<file path="src/hw/nand_host_consts.vh">
`ifndef NAND_HOST_CONSTS_VH
`define NAND_HOST_CONSTS_VH

// Clock period in ns
`define CLK_PERIOD_NS      100
// Shortest read strobe cycle in ns, and cycles derived (round up, at least 2 phases)
`define RD_CYCLE_MIN_NS    25
// Strobe phase length in clocks: each low and high phase takes this many cycles plus one
`define STROBE_PHASE_CYC   ((`RD_CYCLE_MIN_NS + `CLK_PERIOD_NS - 1) / `CLK_PERIOD_NS)
// Nominal busy times
`define PROG_TYP_US        230
`define ERASE_TYP_US       700
// Command kinds
`define KIND_CMD           2'h0
`define KIND_ADDR          2'h1
`define KIND_WDATA         2'h2
`define KIND_RDATA         2'h3
// Request word layout
`define REQ_KIND_HI        9
`define REQ_KIND_LO        8
`define REQ_DIE_BIT        10
`define REQ_WIDTH          11
// Busy wait bound in clocks
`define BUSY_WAIT_CYC      ((`ERASE_TYP_US * 1000 * 4) / `CLK_PERIOD_NS)

`endif

</file>
<file path="src/hw/nand_host.v">
// What the document requires
// Command cycles: command latch high, strobe rises
// Address cycles: address latch high only then
// Device latches bytes on write strobe rise
// Select exactly one die, low while cycling
// Read strobe fall advances device column
// Read strobe cycle at least 25 ns
// Device floats bus when deselected
// Device busy low during program, erase, read
// Ready/busy open drain, valid when deselected
// Write protect low blocks program and erase
// Page and block sizes are fixed
// Program about 230 us, erase 700 us
// Device sequences program and erase itself
// Two dies share bus and latches
// Copy-back protected by on-chip error detection
// Wait ready per die, other die free (a wait here holds off requests for both dies)
`timescale 1ns/1ps
`include "nand_host_consts.vh"
module nand_host #(
    parameter FIFO_DEPTH = 32,
    parameter FIFO_AW    = 5,
    parameter BUSY_WAIT  = `BUSY_WAIT_CYC
) (
    // Clock and reset
    input  wire        clk_i,
    input  wire        rst_n_i,
    // Request stream: {die, kind[1:0], byte}
    input  wire        req_valid_i,
    output wire        req_ready_o,
    input  wire [10:0] req_data_i,
    // Read data answer
    output reg         rd_valid_o,
    output reg  [7:0]  rd_data_o,
    // Ready wait request and status
    input  wire        wait_start_i,
    input  wire        wait_die_i,
    output wire        wait_busy_o,
    output reg         wait_timeout_o,
    output wire [1:0]  die_ready_o,
    // Write protect control
    input  wire        wp_allow_i,
    // Flash pins
    input  wire [7:0]  io_in_i,
    output reg  [7:0]  io_out_o,
    output reg         io_oe_o,
    output reg         cmd_latch_o,
    output reg         addr_latch_o,
    output reg  [1:0]  die_select_n_o,
    output reg  [1:0]  wr_strobe_n_o,
    output reg  [1:0]  rd_strobe_n_o,
    output reg         wr_protect_n_o,
    input  wire [1:0]  op_pending_n_i
);
    localparam S_IDLE = 2'h0;
    localparam S_LOW  = 2'h1;
    localparam S_HIGH = 2'h2;
    localparam S_WAIT = 2'h3;
    localparam integer PHASE_CYC = `STROBE_PHASE_CYC;
    localparam [7:0]   PHASE     = PHASE_CYC[7:0];

    reg  [1:0]  state_q;
    reg  [7:0]  phase_q;
    reg  [10:0] cur_q;
    reg  [31:0] wait_cnt_q;
    reg         wait_die_q;
    reg  [1:0]  rb_s1_q;
    reg  [1:0]  rb_s2_q;
    reg  [1:0]  rb_s3_q;
    reg  [1:0]  rb_q;
    wire [1:0]  rb_d;
    reg  [7:0]  io_s1_q;
    reg  [7:0]  io_s2_q;
    wire        f_valid;
    wire        f_ready;
    wire [10:0] f_data;
    wire [1:0]  cur_kind;
    wire        cur_die;
    wire        cur_rd;

    cycle_fifo #(
        .WIDTH (`REQ_WIDTH),
        .DEPTH (FIFO_DEPTH),
        .AW    (FIFO_AW)
    ) u_fifo (
        .clk_i       (clk_i),
        .rst_n_i     (rst_n_i),
        .in_valid_i  (req_valid_i),
        .in_ready_o  (req_ready_o),
        .in_data_i   (req_data_i),
        .out_valid_o (f_valid),
        .out_ready_i (f_ready),
        .out_data_o  (f_data)
    );

    assign cur_kind    = cur_q[`REQ_KIND_HI:`REQ_KIND_LO];
    assign cur_die     = cur_q[`REQ_DIE_BIT];
    assign cur_rd      = (cur_kind == `KIND_RDATA);
    // A wait start wins the idle cycle, so the queue head must not pop then
    assign f_ready     = (state_q == S_IDLE) && !wait_start_i;
    assign wait_busy_o = (state_q == S_WAIT);
    assign die_ready_o = rb_q;

    // Per die: a change counts once stages two and three agree
    genvar g;
    generate
        for (g = 0; g < 2; g = g + 1) begin : g_rb
            assign rb_d[g] = (rb_s2_q[g] == rb_s3_q[g]) ? rb_s3_q[g] : rb_q[g];
        end
    endgenerate

    // Ready/busy filter: three stages, change accepted when 2nd and 3rd agree
    always @(posedge clk_i or negedge rst_n_i) begin
        if (!rst_n_i) begin
            rb_s1_q <= 2'h3;
            rb_s2_q <= 2'h3;
            rb_s3_q <= 2'h3;
            rb_q    <= 2'h3;
            io_s1_q <= 8'h00;
            io_s2_q <= 8'h00;
        end else begin
            rb_s1_q <= op_pending_n_i;
            rb_s2_q <= rb_s1_q;
            rb_s3_q <= rb_s2_q;
            rb_q    <= rb_d;
            io_s1_q <= io_in_i;
            io_s2_q <= io_s1_q;
        end
    end

    always @(posedge clk_i or negedge rst_n_i) begin
        if (!rst_n_i) begin
            state_q        <= S_IDLE;
            phase_q        <= 8'h00;
            cur_q          <= 11'h000;
            wait_cnt_q     <= 32'h0;
            wait_die_q     <= 1'b0;
            wait_timeout_o <= 1'b0;
            rd_valid_o     <= 1'b0;
            rd_data_o      <= 8'h00;
            io_out_o       <= 8'h00;
            io_oe_o        <= 1'b0;
            cmd_latch_o    <= 1'b0;
            addr_latch_o   <= 1'b0;
            die_select_n_o <= 2'h3;
            wr_strobe_n_o  <= 2'h3;
            rd_strobe_n_o  <= 2'h3;
            wr_protect_n_o <= 1'b0;
        end else begin
            wr_protect_n_o <= wp_allow_i;
            rd_valid_o     <= 1'b0;
            case (state_q)
                S_IDLE: begin
                    wr_strobe_n_o <= 2'h3;
                    rd_strobe_n_o <= 2'h3;
                    if (wait_start_i) begin
                        wait_die_q     <= wait_die_i;
                        wait_cnt_q     <= 32'h0;
                        wait_timeout_o <= 1'b0;
                        state_q        <= S_WAIT;
                    end else if (f_valid) begin
                        cur_q          <= f_data;
                        // One die selected at a time
                        die_select_n_o <= f_data[`REQ_DIE_BIT] ? 2'h1 : 2'h2;
                        cmd_latch_o    <= (f_data[`REQ_KIND_HI:`REQ_KIND_LO] == `KIND_CMD);
                        addr_latch_o   <= (f_data[`REQ_KIND_HI:`REQ_KIND_LO] == `KIND_ADDR);
                        io_out_o       <= f_data[7:0];
                        io_oe_o        <= (f_data[`REQ_KIND_HI:`REQ_KIND_LO] != `KIND_RDATA);
                        phase_q        <= 8'h00;
                        state_q        <= S_LOW;
                    end
                end
                S_LOW: begin
                    if (cur_rd) begin
                        rd_strobe_n_o[cur_die] <= 1'b0;
                    end else begin
                        wr_strobe_n_o[cur_die] <= 1'b0;
                    end
                    if (phase_q + 8'h01 >= PHASE + 8'h01) begin
                        phase_q <= 8'h00;
                        state_q <= S_HIGH;
                    end else begin
                        phase_q <= phase_q + 8'h01;
                    end
                end
                S_HIGH: begin
                    // Rising edge latches the byte; data held across it
                    wr_strobe_n_o <= 2'h3;
                    rd_strobe_n_o <= 2'h3;
                    // Last high cycle: two stages back is the bus while strobe was low
                    if (phase_q == PHASE && cur_rd) begin
                        rd_data_o  <= io_s2_q;
                        rd_valid_o <= 1'b1;
                    end
                    // Full low plus high phase keeps the read cycle long enough
                    if (phase_q + 8'h01 >= PHASE + 8'h01) begin
                        cmd_latch_o  <= 1'b0;
                        addr_latch_o <= 1'b0;
                        io_oe_o      <= 1'b0;
                        state_q      <= S_IDLE;
                    end else begin
                        phase_q <= phase_q + 8'h01;
                    end
                end
                S_WAIT: begin
                    // Hold off queued requests for both dies until the waited die reports ready or the wait count reaches BUSY_WAIT
                    if (rb_q[wait_die_q]) begin
                        state_q <= S_IDLE;
                    end else if (wait_cnt_q >= BUSY_WAIT) begin
                        wait_timeout_o <= 1'b1;
                        state_q        <= S_IDLE;
                    end else begin
                        wait_cnt_q <= wait_cnt_q + 32'h1;
                    end
                end
                default: begin
                    state_q <= S_IDLE;
                end
            endcase
        end
    end
endmodule

</file>
<file path="src/hw/cycle_fifo.v">
`timescale 1ns/1ps
module cycle_fifo #(
    parameter WIDTH = 11,
    parameter DEPTH = 32,
    parameter AW    = 5
) (
    // Clock and reset
    input  wire             clk_i,
    input  wire             rst_n_i,
    // Write side
    input  wire             in_valid_i,
    output wire             in_ready_o,
    input  wire [WIDTH-1:0] in_data_i,
    // Read side
    output wire             out_valid_o,
    input  wire             out_ready_i,
    output reg  [WIDTH-1:0] out_data_o
);
    reg [WIDTH-1:0] mem [0:DEPTH-1];
    reg [AW:0]      wr_ptr_q;
    reg [AW:0]      rd_ptr_q;
    reg             out_valid_q;
    wire [AW:0]     count;
    wire            empty;
    wire            do_wr;
    wire            do_rd;

    assign count       = wr_ptr_q - rd_ptr_q;
    assign empty       = (count == {(AW+1){1'b0}});
    assign in_ready_o  = (count != DEPTH[AW:0]) || (DEPTH[AW] == 1'b0 && count[AW]);
    assign do_wr       = in_valid_i && in_ready_o;
    assign do_rd       = !empty && (!out_valid_q || out_ready_i);
    assign out_valid_o = out_valid_q;

    always @(posedge clk_i) begin
        if (do_wr) begin
            mem[wr_ptr_q[AW-1:0]] <= in_data_i;
        end
    end

    always @(posedge clk_i or negedge rst_n_i) begin
        if (!rst_n_i) begin
            wr_ptr_q    <= {(AW+1){1'b0}};
            rd_ptr_q    <= {(AW+1){1'b0}};
            out_valid_q <= 1'b0;
            out_data_o  <= {WIDTH{1'b0}};
        end else begin
            if (do_wr) begin
                wr_ptr_q <= wr_ptr_q + {{AW{1'b0}}, 1'b1};
            end
            if (do_rd) begin
                rd_ptr_q    <= rd_ptr_q + {{AW{1'b0}}, 1'b1};
                out_data_o  <= mem[rd_ptr_q[AW-1:0]];
                out_valid_q <= 1'b1;
            end else if (out_ready_i) begin
                out_valid_q <= 1'b0;
            end
        end
    end
endmodule

</file>
<file path="config.mk">
export PLATFORM = sky130hd
export DESIGN_NAME = nand_host
export DESIGN_NICKNAME = d
export VERILOG_FILES = /design/src/hw/nand_host.v /design/src/hw/cycle_fifo.v
export VERILOG_INCLUDE_DIRS = /design/src /design/src/hw
export SDC_FILE = /design/constraint.sdc
export NUM_CORES = 1
export LEC_CHECK = 0
export ABC_AREA = 1
export BUFFER_PORTS_ARGS = -buffer_cell sky130_fd_sc_hd__buf_2
export CORE_UTILIZATION = 45
export DETAILED_ROUTE_END_ITERATION = 10
export GPL_ROUTABILITY_DRIVEN = 0
export PLACE_DENSITY = 0.69
export SLEW_MARGIN = 40
export SYNTH_ARGS = -nofsm -noshare
export SYNTH_HDL_FRONTEND = slang
export SYNTH_SLANG_ARGS = --single-unit
</file>
<file path="constraint.sdc">
create_clock -name clk_i -period 7.12 [get_ports clk_i]
set_input_delay 1.068 -clock clk_i [delete_from_list [all_inputs] [get_ports clk_i]]
set_output_delay 1.068 -clock clk_i [all_outputs]
set_load 0.02 [all_outputs]
</file>
== After elaboration in Yosys (flattened, before gate mapping) ==
Memory sizes are Yosys's and may differ from the RTL's. A register that Yosys moved wholly into a read port is not among the register bits.
Index checks and enable logic that the tools add are counted.

* Flip-flop bits (word level): 119
* Bits in latches: 0
* Bits in writable memories: 352
* Memory bits (read-only): 0
* Input bits: 27
* Output and inout bits: 32
* Word-level logic and storage cells: 138
* Memories kept: 1

{| class="wikitable"
|+ Memory list
! memory !! words !! bits a word !! rd ports !! clocked after memory_dff !! write ports !! line !! text
|-
| u_fifo.mem || 32 || 11 || 1 || 1 || 1 || cycle_fifo.v:19 || <nowiki>reg [WIDTH-1:0] mem [0:DEPTH-1];</nowiki>
|}

* $add $sub $neg: 5
* $mul: 0
* Div/mod/pow operators: 0
* Order comparisons: 5
* Eq/ne operators: 23
* Shift-type cells: 0
* Multiplexer cells: 45
* Bitwise operators: 4
* Reduce and logical (&&, ||, !) cells: 29

{| class="wikitable"
|+ Operators with widths
! operator !! count
|-
| two-way mux 32 bit || 3
|-
| case mux 32 bit (2 select lines) || 1
|-
| adder 32 x 1 -> 32 bit, second input constant || 1
|-
| greater-or-equal comparator 32 x 15 -> 1 bit, second input constant || 1
|-
| two-way mux 8 bit || 4
|-
| case mux 8 bit (3 select lines) || 1
|-
| != test 2 bit, second input constant || 10
|-
| AND reduction 4 bit || 5
|-
| two-way mux 1 bit || 19
|-
| two-way mux 2 bit || 9
|-
| adder 6 x 1 -> 6 bit, second input constant || 2
|-
| adder 8 x 1 -> 8 bit, second input constant || 1
|-
| equality test 8 x 1 -> 1 bit, second input constant || 1
|-
| greater-or-equal comparator 8 x 2 -> 1 bit, second input constant || 1
|-
| case mux 1 bit (2 select lines) || 4
|-
| case mux 2 bit (2 select lines) || 2
|-
| case mux 2 bit (4 select lines) || 1
|-
| AND reduction 2 bit || 4
|-
| nonzero test 2 bit || 4
|-
| equality test 2 bit, second input constant || 3
|-
| logical NOT 6 bit || 1
|-
| != test 6 bit, second input constant || 1
|-
| subtractor 6 bit || 1
|-
| logical AND 1 bit || 5
|-
| 17 further kinds || 26
|}

== Longest topological paths before layout ==
* Word-level depth: 8
* Gate-level depth with buffers: 16
* Mapped depth without buffers: 15

== By module ==
Synthesis repeated with hierarchy kept, for this count alone.

* Cells, all modules: 2073
* Area total of the unflattened synthesis: 20841.2 um^2

{| class="wikitable"
|+ By module, submodules not included
! module !! instances !! cells an instance !! area each (um^2) !! seq. area each (um^2)
|-
| cycle_fifo || 1 || 1596 || 16525.8 || 11170.7
|-
| nand_host || 1 || 477 || 4315.4 || 2469.9
|}

== Worst setup path after synthesis ==
OpenSTA, ideal clock, no wires.

* Path kind: register to register
* Start: register u_fifo.rd_ptr_q[3]
* End: memory u_fifo.mem[13][0] (enable)
* Setup time: 0.393 ns
* Data arrival time: 2.920 ns
* Required time: 6.727 ns
* Setup slack: 3.807 ns
* Stages on the path, launching flop included: 16
* Buffers on the path: 4
* Clock period less this slack: 3.313 ns
* Path through: dfrtp_1 clkbuf_1 inv_2 clkbuf_1 ha_1 nand2_1 inv_1 nand4_1 nand3_1 nand2_1 nand2_4 nand2_4 nand2_4 buf_6 buf_6 nor3_1

* Cells in the longest elaborated chain, start to end: 5

{| class="wikitable"
|+ RTL lines
! element !! line !! text
|-
| start, declared || cycle_fifo.v:21 || <nowiki>reg [AW:0] rd_ptr_q;</nowiki>
|-
| start signal, assigned || cycle_fifo.v:44 || <nowiki>rd_ptr_q <= {(AW+1){1'b0}};</nowiki>
|-
| start signal, assigned || cycle_fifo.v:52 || <nowiki>rd_ptr_q <= rd_ptr_q + {{AW{1'b0}}, 1'b1};</nowiki>
|-
| subtractor 6 bit || cycle_fifo.v:28 || <nowiki>assign count = wr_ptr_q - rd_ptr_q;</nowiki>
|-
| != test 6 bit || cycle_fifo.v:30 || <nowiki>assign in_ready_o = (count != DEPTH[AW:0]) || (DEPTH[AW] == 1'b0 && count[AW]);</nowiki>
|-
| named net req_ready_o || nand_host.v:30 || <nowiki>output wire req_ready_o,</nowiki>
|-
| logical AND 1 bit || cycle_fifo.v:31 || <nowiki>assign do_wr = in_valid_i && in_ready_o;</nowiki>
|-
| two-way mux 1 bit || cycle_fifo.v:36 || <nowiki>if (do_wr) begin</nowiki>
|-
| two-way mux 1 bit (not written as such) || cycle_fifo.v:37 || <nowiki>mem[wr_ptr_q[AW-1:0]] <= in_data_i;</nowiki>
|-
| end, declared || cycle_fifo.v:19 ||
|}

The timed path passes the listed nets, and every way through them passes these cells.

== Final worst setup path ==
* Start: register u_fifo.rd_ptr_q[3]
* End: output req_ready_o

* Cells in the longest elaborated chain, start to end: 2

{| class="wikitable"
|+ RTL lines
! element !! line
|-
| subtractor 6 bit || cycle_fifo.v:28
|-
| != test 6 bit || cycle_fifo.v:30
|-
| end, declared || nand_host.v:30
|}

Every way passes these cells.

==> impl_metrics.toml <==
[cells_and_area]
diodes = 0
multi_input_area_sq_mm = 0.00540
syn_to_final_growth_pct = 11.9
fillCellCount = 3740
ff_latch_area_sq_mm = 0.0136
nets = 1855
final_cell_count_no_fill = 2432
drive_above_1_share_pct = 11.2

[detailed_routing]
avgViaCountPerCell = 5.49
drt_wl_total_mm = 46.4
wl_per_cell_um = 19.1
num_vias = 13356
drtAntennaViolNets = 0
drc = 0
drt_iter0_drc = 1449
firstDrtPassIters = 5

[place]
port_buffers = 58
place_inst = 2342
place.detailed.hpwl_mm = 28.3

[power_and_ir_drop]
power_frac_clock_pct = 27.6
p_comb_share_pct = 32.1
worst_ir_drop_vdd_mv = 0.237
p_seq_share_pct = 40.4
power_density_mw_per_mm2 = 392
p_leak_nw = 8.31
swShare_pct = 37.7
p_switching_mw = 3.28
internal_power_mw = 5.41

[synthesis]
synth_top_family_by_area = "simple AND/OR/NAND/NOR gates"
ys_async_sr_fraction_pct = 25.7
yosysSeqAreaShare_pct = 68.8
syn_area_sq_mm = 0.0198
synth_seq_cells = 474
synthAdderAreaFrac_pct = 1.36
synth_xor_xnor_area_share_pct = 0.839
synth-edff-count = 352
syn_nets = 1809
yosysWarnings = 0
synthCells = 1762
yosys.area_share.simple_pct = 15.7
synth_cell_types = 39
synth_flop_cell = "edfxtp_1"
syn-mean-instance-area_sq_um = 11.3
synth_mux_area_share_pct = 0.0568
synth_compound_area_share_pct = 9.15

[clock_network]
insertion_delay_ps = 580
postCtsSetupBuffers = 0
cts_hold_buf = 0
cts_tree = "done"
clkTransAtPathRegs_ps = 60
cts_max_level = 2
clockBufferDepth = 3
cts_sinks = 474
cts_resized = 0
cts-root-buf = "clkbuf_16"
cts_buffers = 47

[floorplanning]
dieArea_sq_mm = 0.0449
initial_core_util_pct = 45.8
fp.dieH_um = 212
rows = 76
die-width_um = 212
io_pins = 59
core-area_sq_mm = 0.0433

[hold_path]
hp-class = "reg -> reg"

[grt]
antenna_found_initial = 0
grt_pass1_wl_mm = 72.0
grt_overflow = 0
grt_max_degree = 92
track_usage_pct = 20.9
grt_pass1_vias = 12982

[setup_path]
worstPathArrival_ps = 3280
slowest_stage = "dfrtp_1"
crit_path_end_kind = "output pin"
path_cells = "inv_2, ha_1, nand2_1, inv_1, nand4_1, nand3_1, nand2_1, nand2_4, nand2_4, buf_2"
worstSetupStartpointType = "flop"
crit_required_ps = 6050
critPathMaxStageDelay_ps = 890
cp_max_fo = 25
path_class = "reg -> out"

[sta]
rsz0062_at_grt = "no"
finalHoldViolCount = 0
max_freq_mhz = 230
period_needed_ps = 4350
drv_slew = 0
fin_skew_ps = 27.3
setup_viol = 0
relSlewSlack_pct = 41.4
fin_crit_sh_pct = 61.1
tightestPinTransition_ps = 879
fin_tns_setup_ps = 0

[run_status]
status = "complete, no violations"

[flow_run]
maxCapViolCount = 0
-- per-layer routing --
metal  vias to the layer above  routed length (um)  part of all wire (%)  GRT usage [%]
met1                      6542               19700                    42           28.8
met5                         -                   0                     0              0
met3                        77                3560                   7.7           3.31
li1                       6197                   -                     -              -
met2                       540               22200                    48           34.2
met4                         0                 976                   2.1           5.82
-- through the flow --
stage	hold slack, ps	power (mW)	util (%)	setup WS, ps	area [sq um]
floorplan	331	5.48	-	3810	19800
global placement	334	6.20	47.5	3220	20600
detailed placement	336	6.28	47.7	3260	20600
CTS	354	8.67	51.1	2820	22100
global route	359	9.17	51.3	2480	22200
finish	351	8.69	51.3	2770	22200
-- path summary, 6_finish.rpt --
kind                       cells after the start                            from                          to  slack, ps
setup / recovery                              10  u_fifo.rd_ptr_q[3]$_DFFE_PN0P_                 req_ready_o       2770
hold / removal                                 0            io_s1_q[5]$_DFF_PN0_        io_s2_q[5]$_DFF_PN0_        350
setup reg to reg                              12  u_fifo.rd_ptr_q[3]$_DFFE_PN0P_  u_fifo.mem[3][4]$_DFFE_PP_       3110
hold reg to reg                                0            io_s1_q[5]$_DFF_PN0_        io_s2_q[5]$_DFF_PN0_        350
max in group asynchronous                      3                         rst_n_i    wr_protect_n_o$_DFF_PN0_       5170
min in group asynchronous                      1                         rst_n_i   wait_cnt_q[4]$_DFFE_PN0P_        390
-- sequential cells by signal, summed over array words and instances, names as in the netlist, 6 cells and up --
register,count
u_fifo.wr_ptr_q,6
u_fifo.mem,352
io_out_o,7
wait_cnt_q,32
io_s2_q,8
u_fifo.rd_ptr_q,6
io_s1_q,8
phase_q,8
u_fifo.out_data_o,11
rd_data_o,8
-- kinds of logic (layout without fill, tap and decap cells) --
family / count (synthesis) / count (layout)
AO/OA/AOI/OAI: 315 / 315
XOR/XNOR: 19 / 19
adder cells (fa/ha/maj): 22 / 22
buffers and inverters: 173 / 258
flip-flops: 474 / 474
multiplexers: 1 / 1
AND/OR/NAND/NOR: 758 / 758
-- cells in the mapped netlist, types with 13 or more instances --
cell	instances	share of area, %
edfxtp_1	352	53
nor2_1	328	6.2
nand2_1	289	5.5
o21ai_0	203	5.1
dfrtp_1	108	14
o211ai_1	86	3.3
nand3_1	84	2.1
inv_1	63	1.2
clkbuf_1	40	0.76
nor3_1	30	0.76
buf_2	26	0.66
ha_1	20	1.3
buf_4	18	0.68
dfstp_2	14	1.9
xor2_1	14	0.62
a21oi_1	13	0.33
-- area by class of cell --
cell class | count | area share, %
Clock buffer | 56 | 5.59
Tap cell | 585 | 3.30
Clock inverter | 32 | 1.13
Sequential cell | 474 | 61.5
Inverter | 76 | 1.31
Timing Repair Buffer | 94 | 2.82
Multi-Input combinational cell | 1115 | 24.3
-- worst max-delay path: cells and delay by family (launching register included) --
family	cells	cell delay, ps
adders and majority gates	1	510
buffers and inverters	3	710
DFF	1	890
and+or+nand+nor	6	610
-- power by group through the flow --
| stage | clock (mW) | sequential (mW) | combinational [mW] |
|---|---|---|---|
| final | 2.40 | 3.51 | 2.78 |
| after global routing | 2.53 | 3.54 | 3.09 |
| after CTS | 2.43 | 3.50 | 2.74 |
| after detailed placement | 0 | 3.55 | 2.73 |
| after global placement | 0 | 3.59 | 2.61 |
| after floorplan | 0 | 3.44 | 2.04 |
-- cell usage in the layout, fill, tap and decap left out, drive strengths merged --
master and count:
buf 94, edfxtp 352, dfrtp 108, clkinv 31, clkinvlp 4, nand3 84, inv 70, o31ai 1
nand2 294, bufinv 3, nand4 10, a21boi 1, or2 1, o211ai 86, nor4 2, xor2 14
xnor2 5, and2 1, mux2 1, o21ai 213, clkbuf 56, ha 20, nor2 332, dfstp 14
nor3 34, maj3 2, a21oi 13, o21a 1
(Power assumes the default switching activity.)
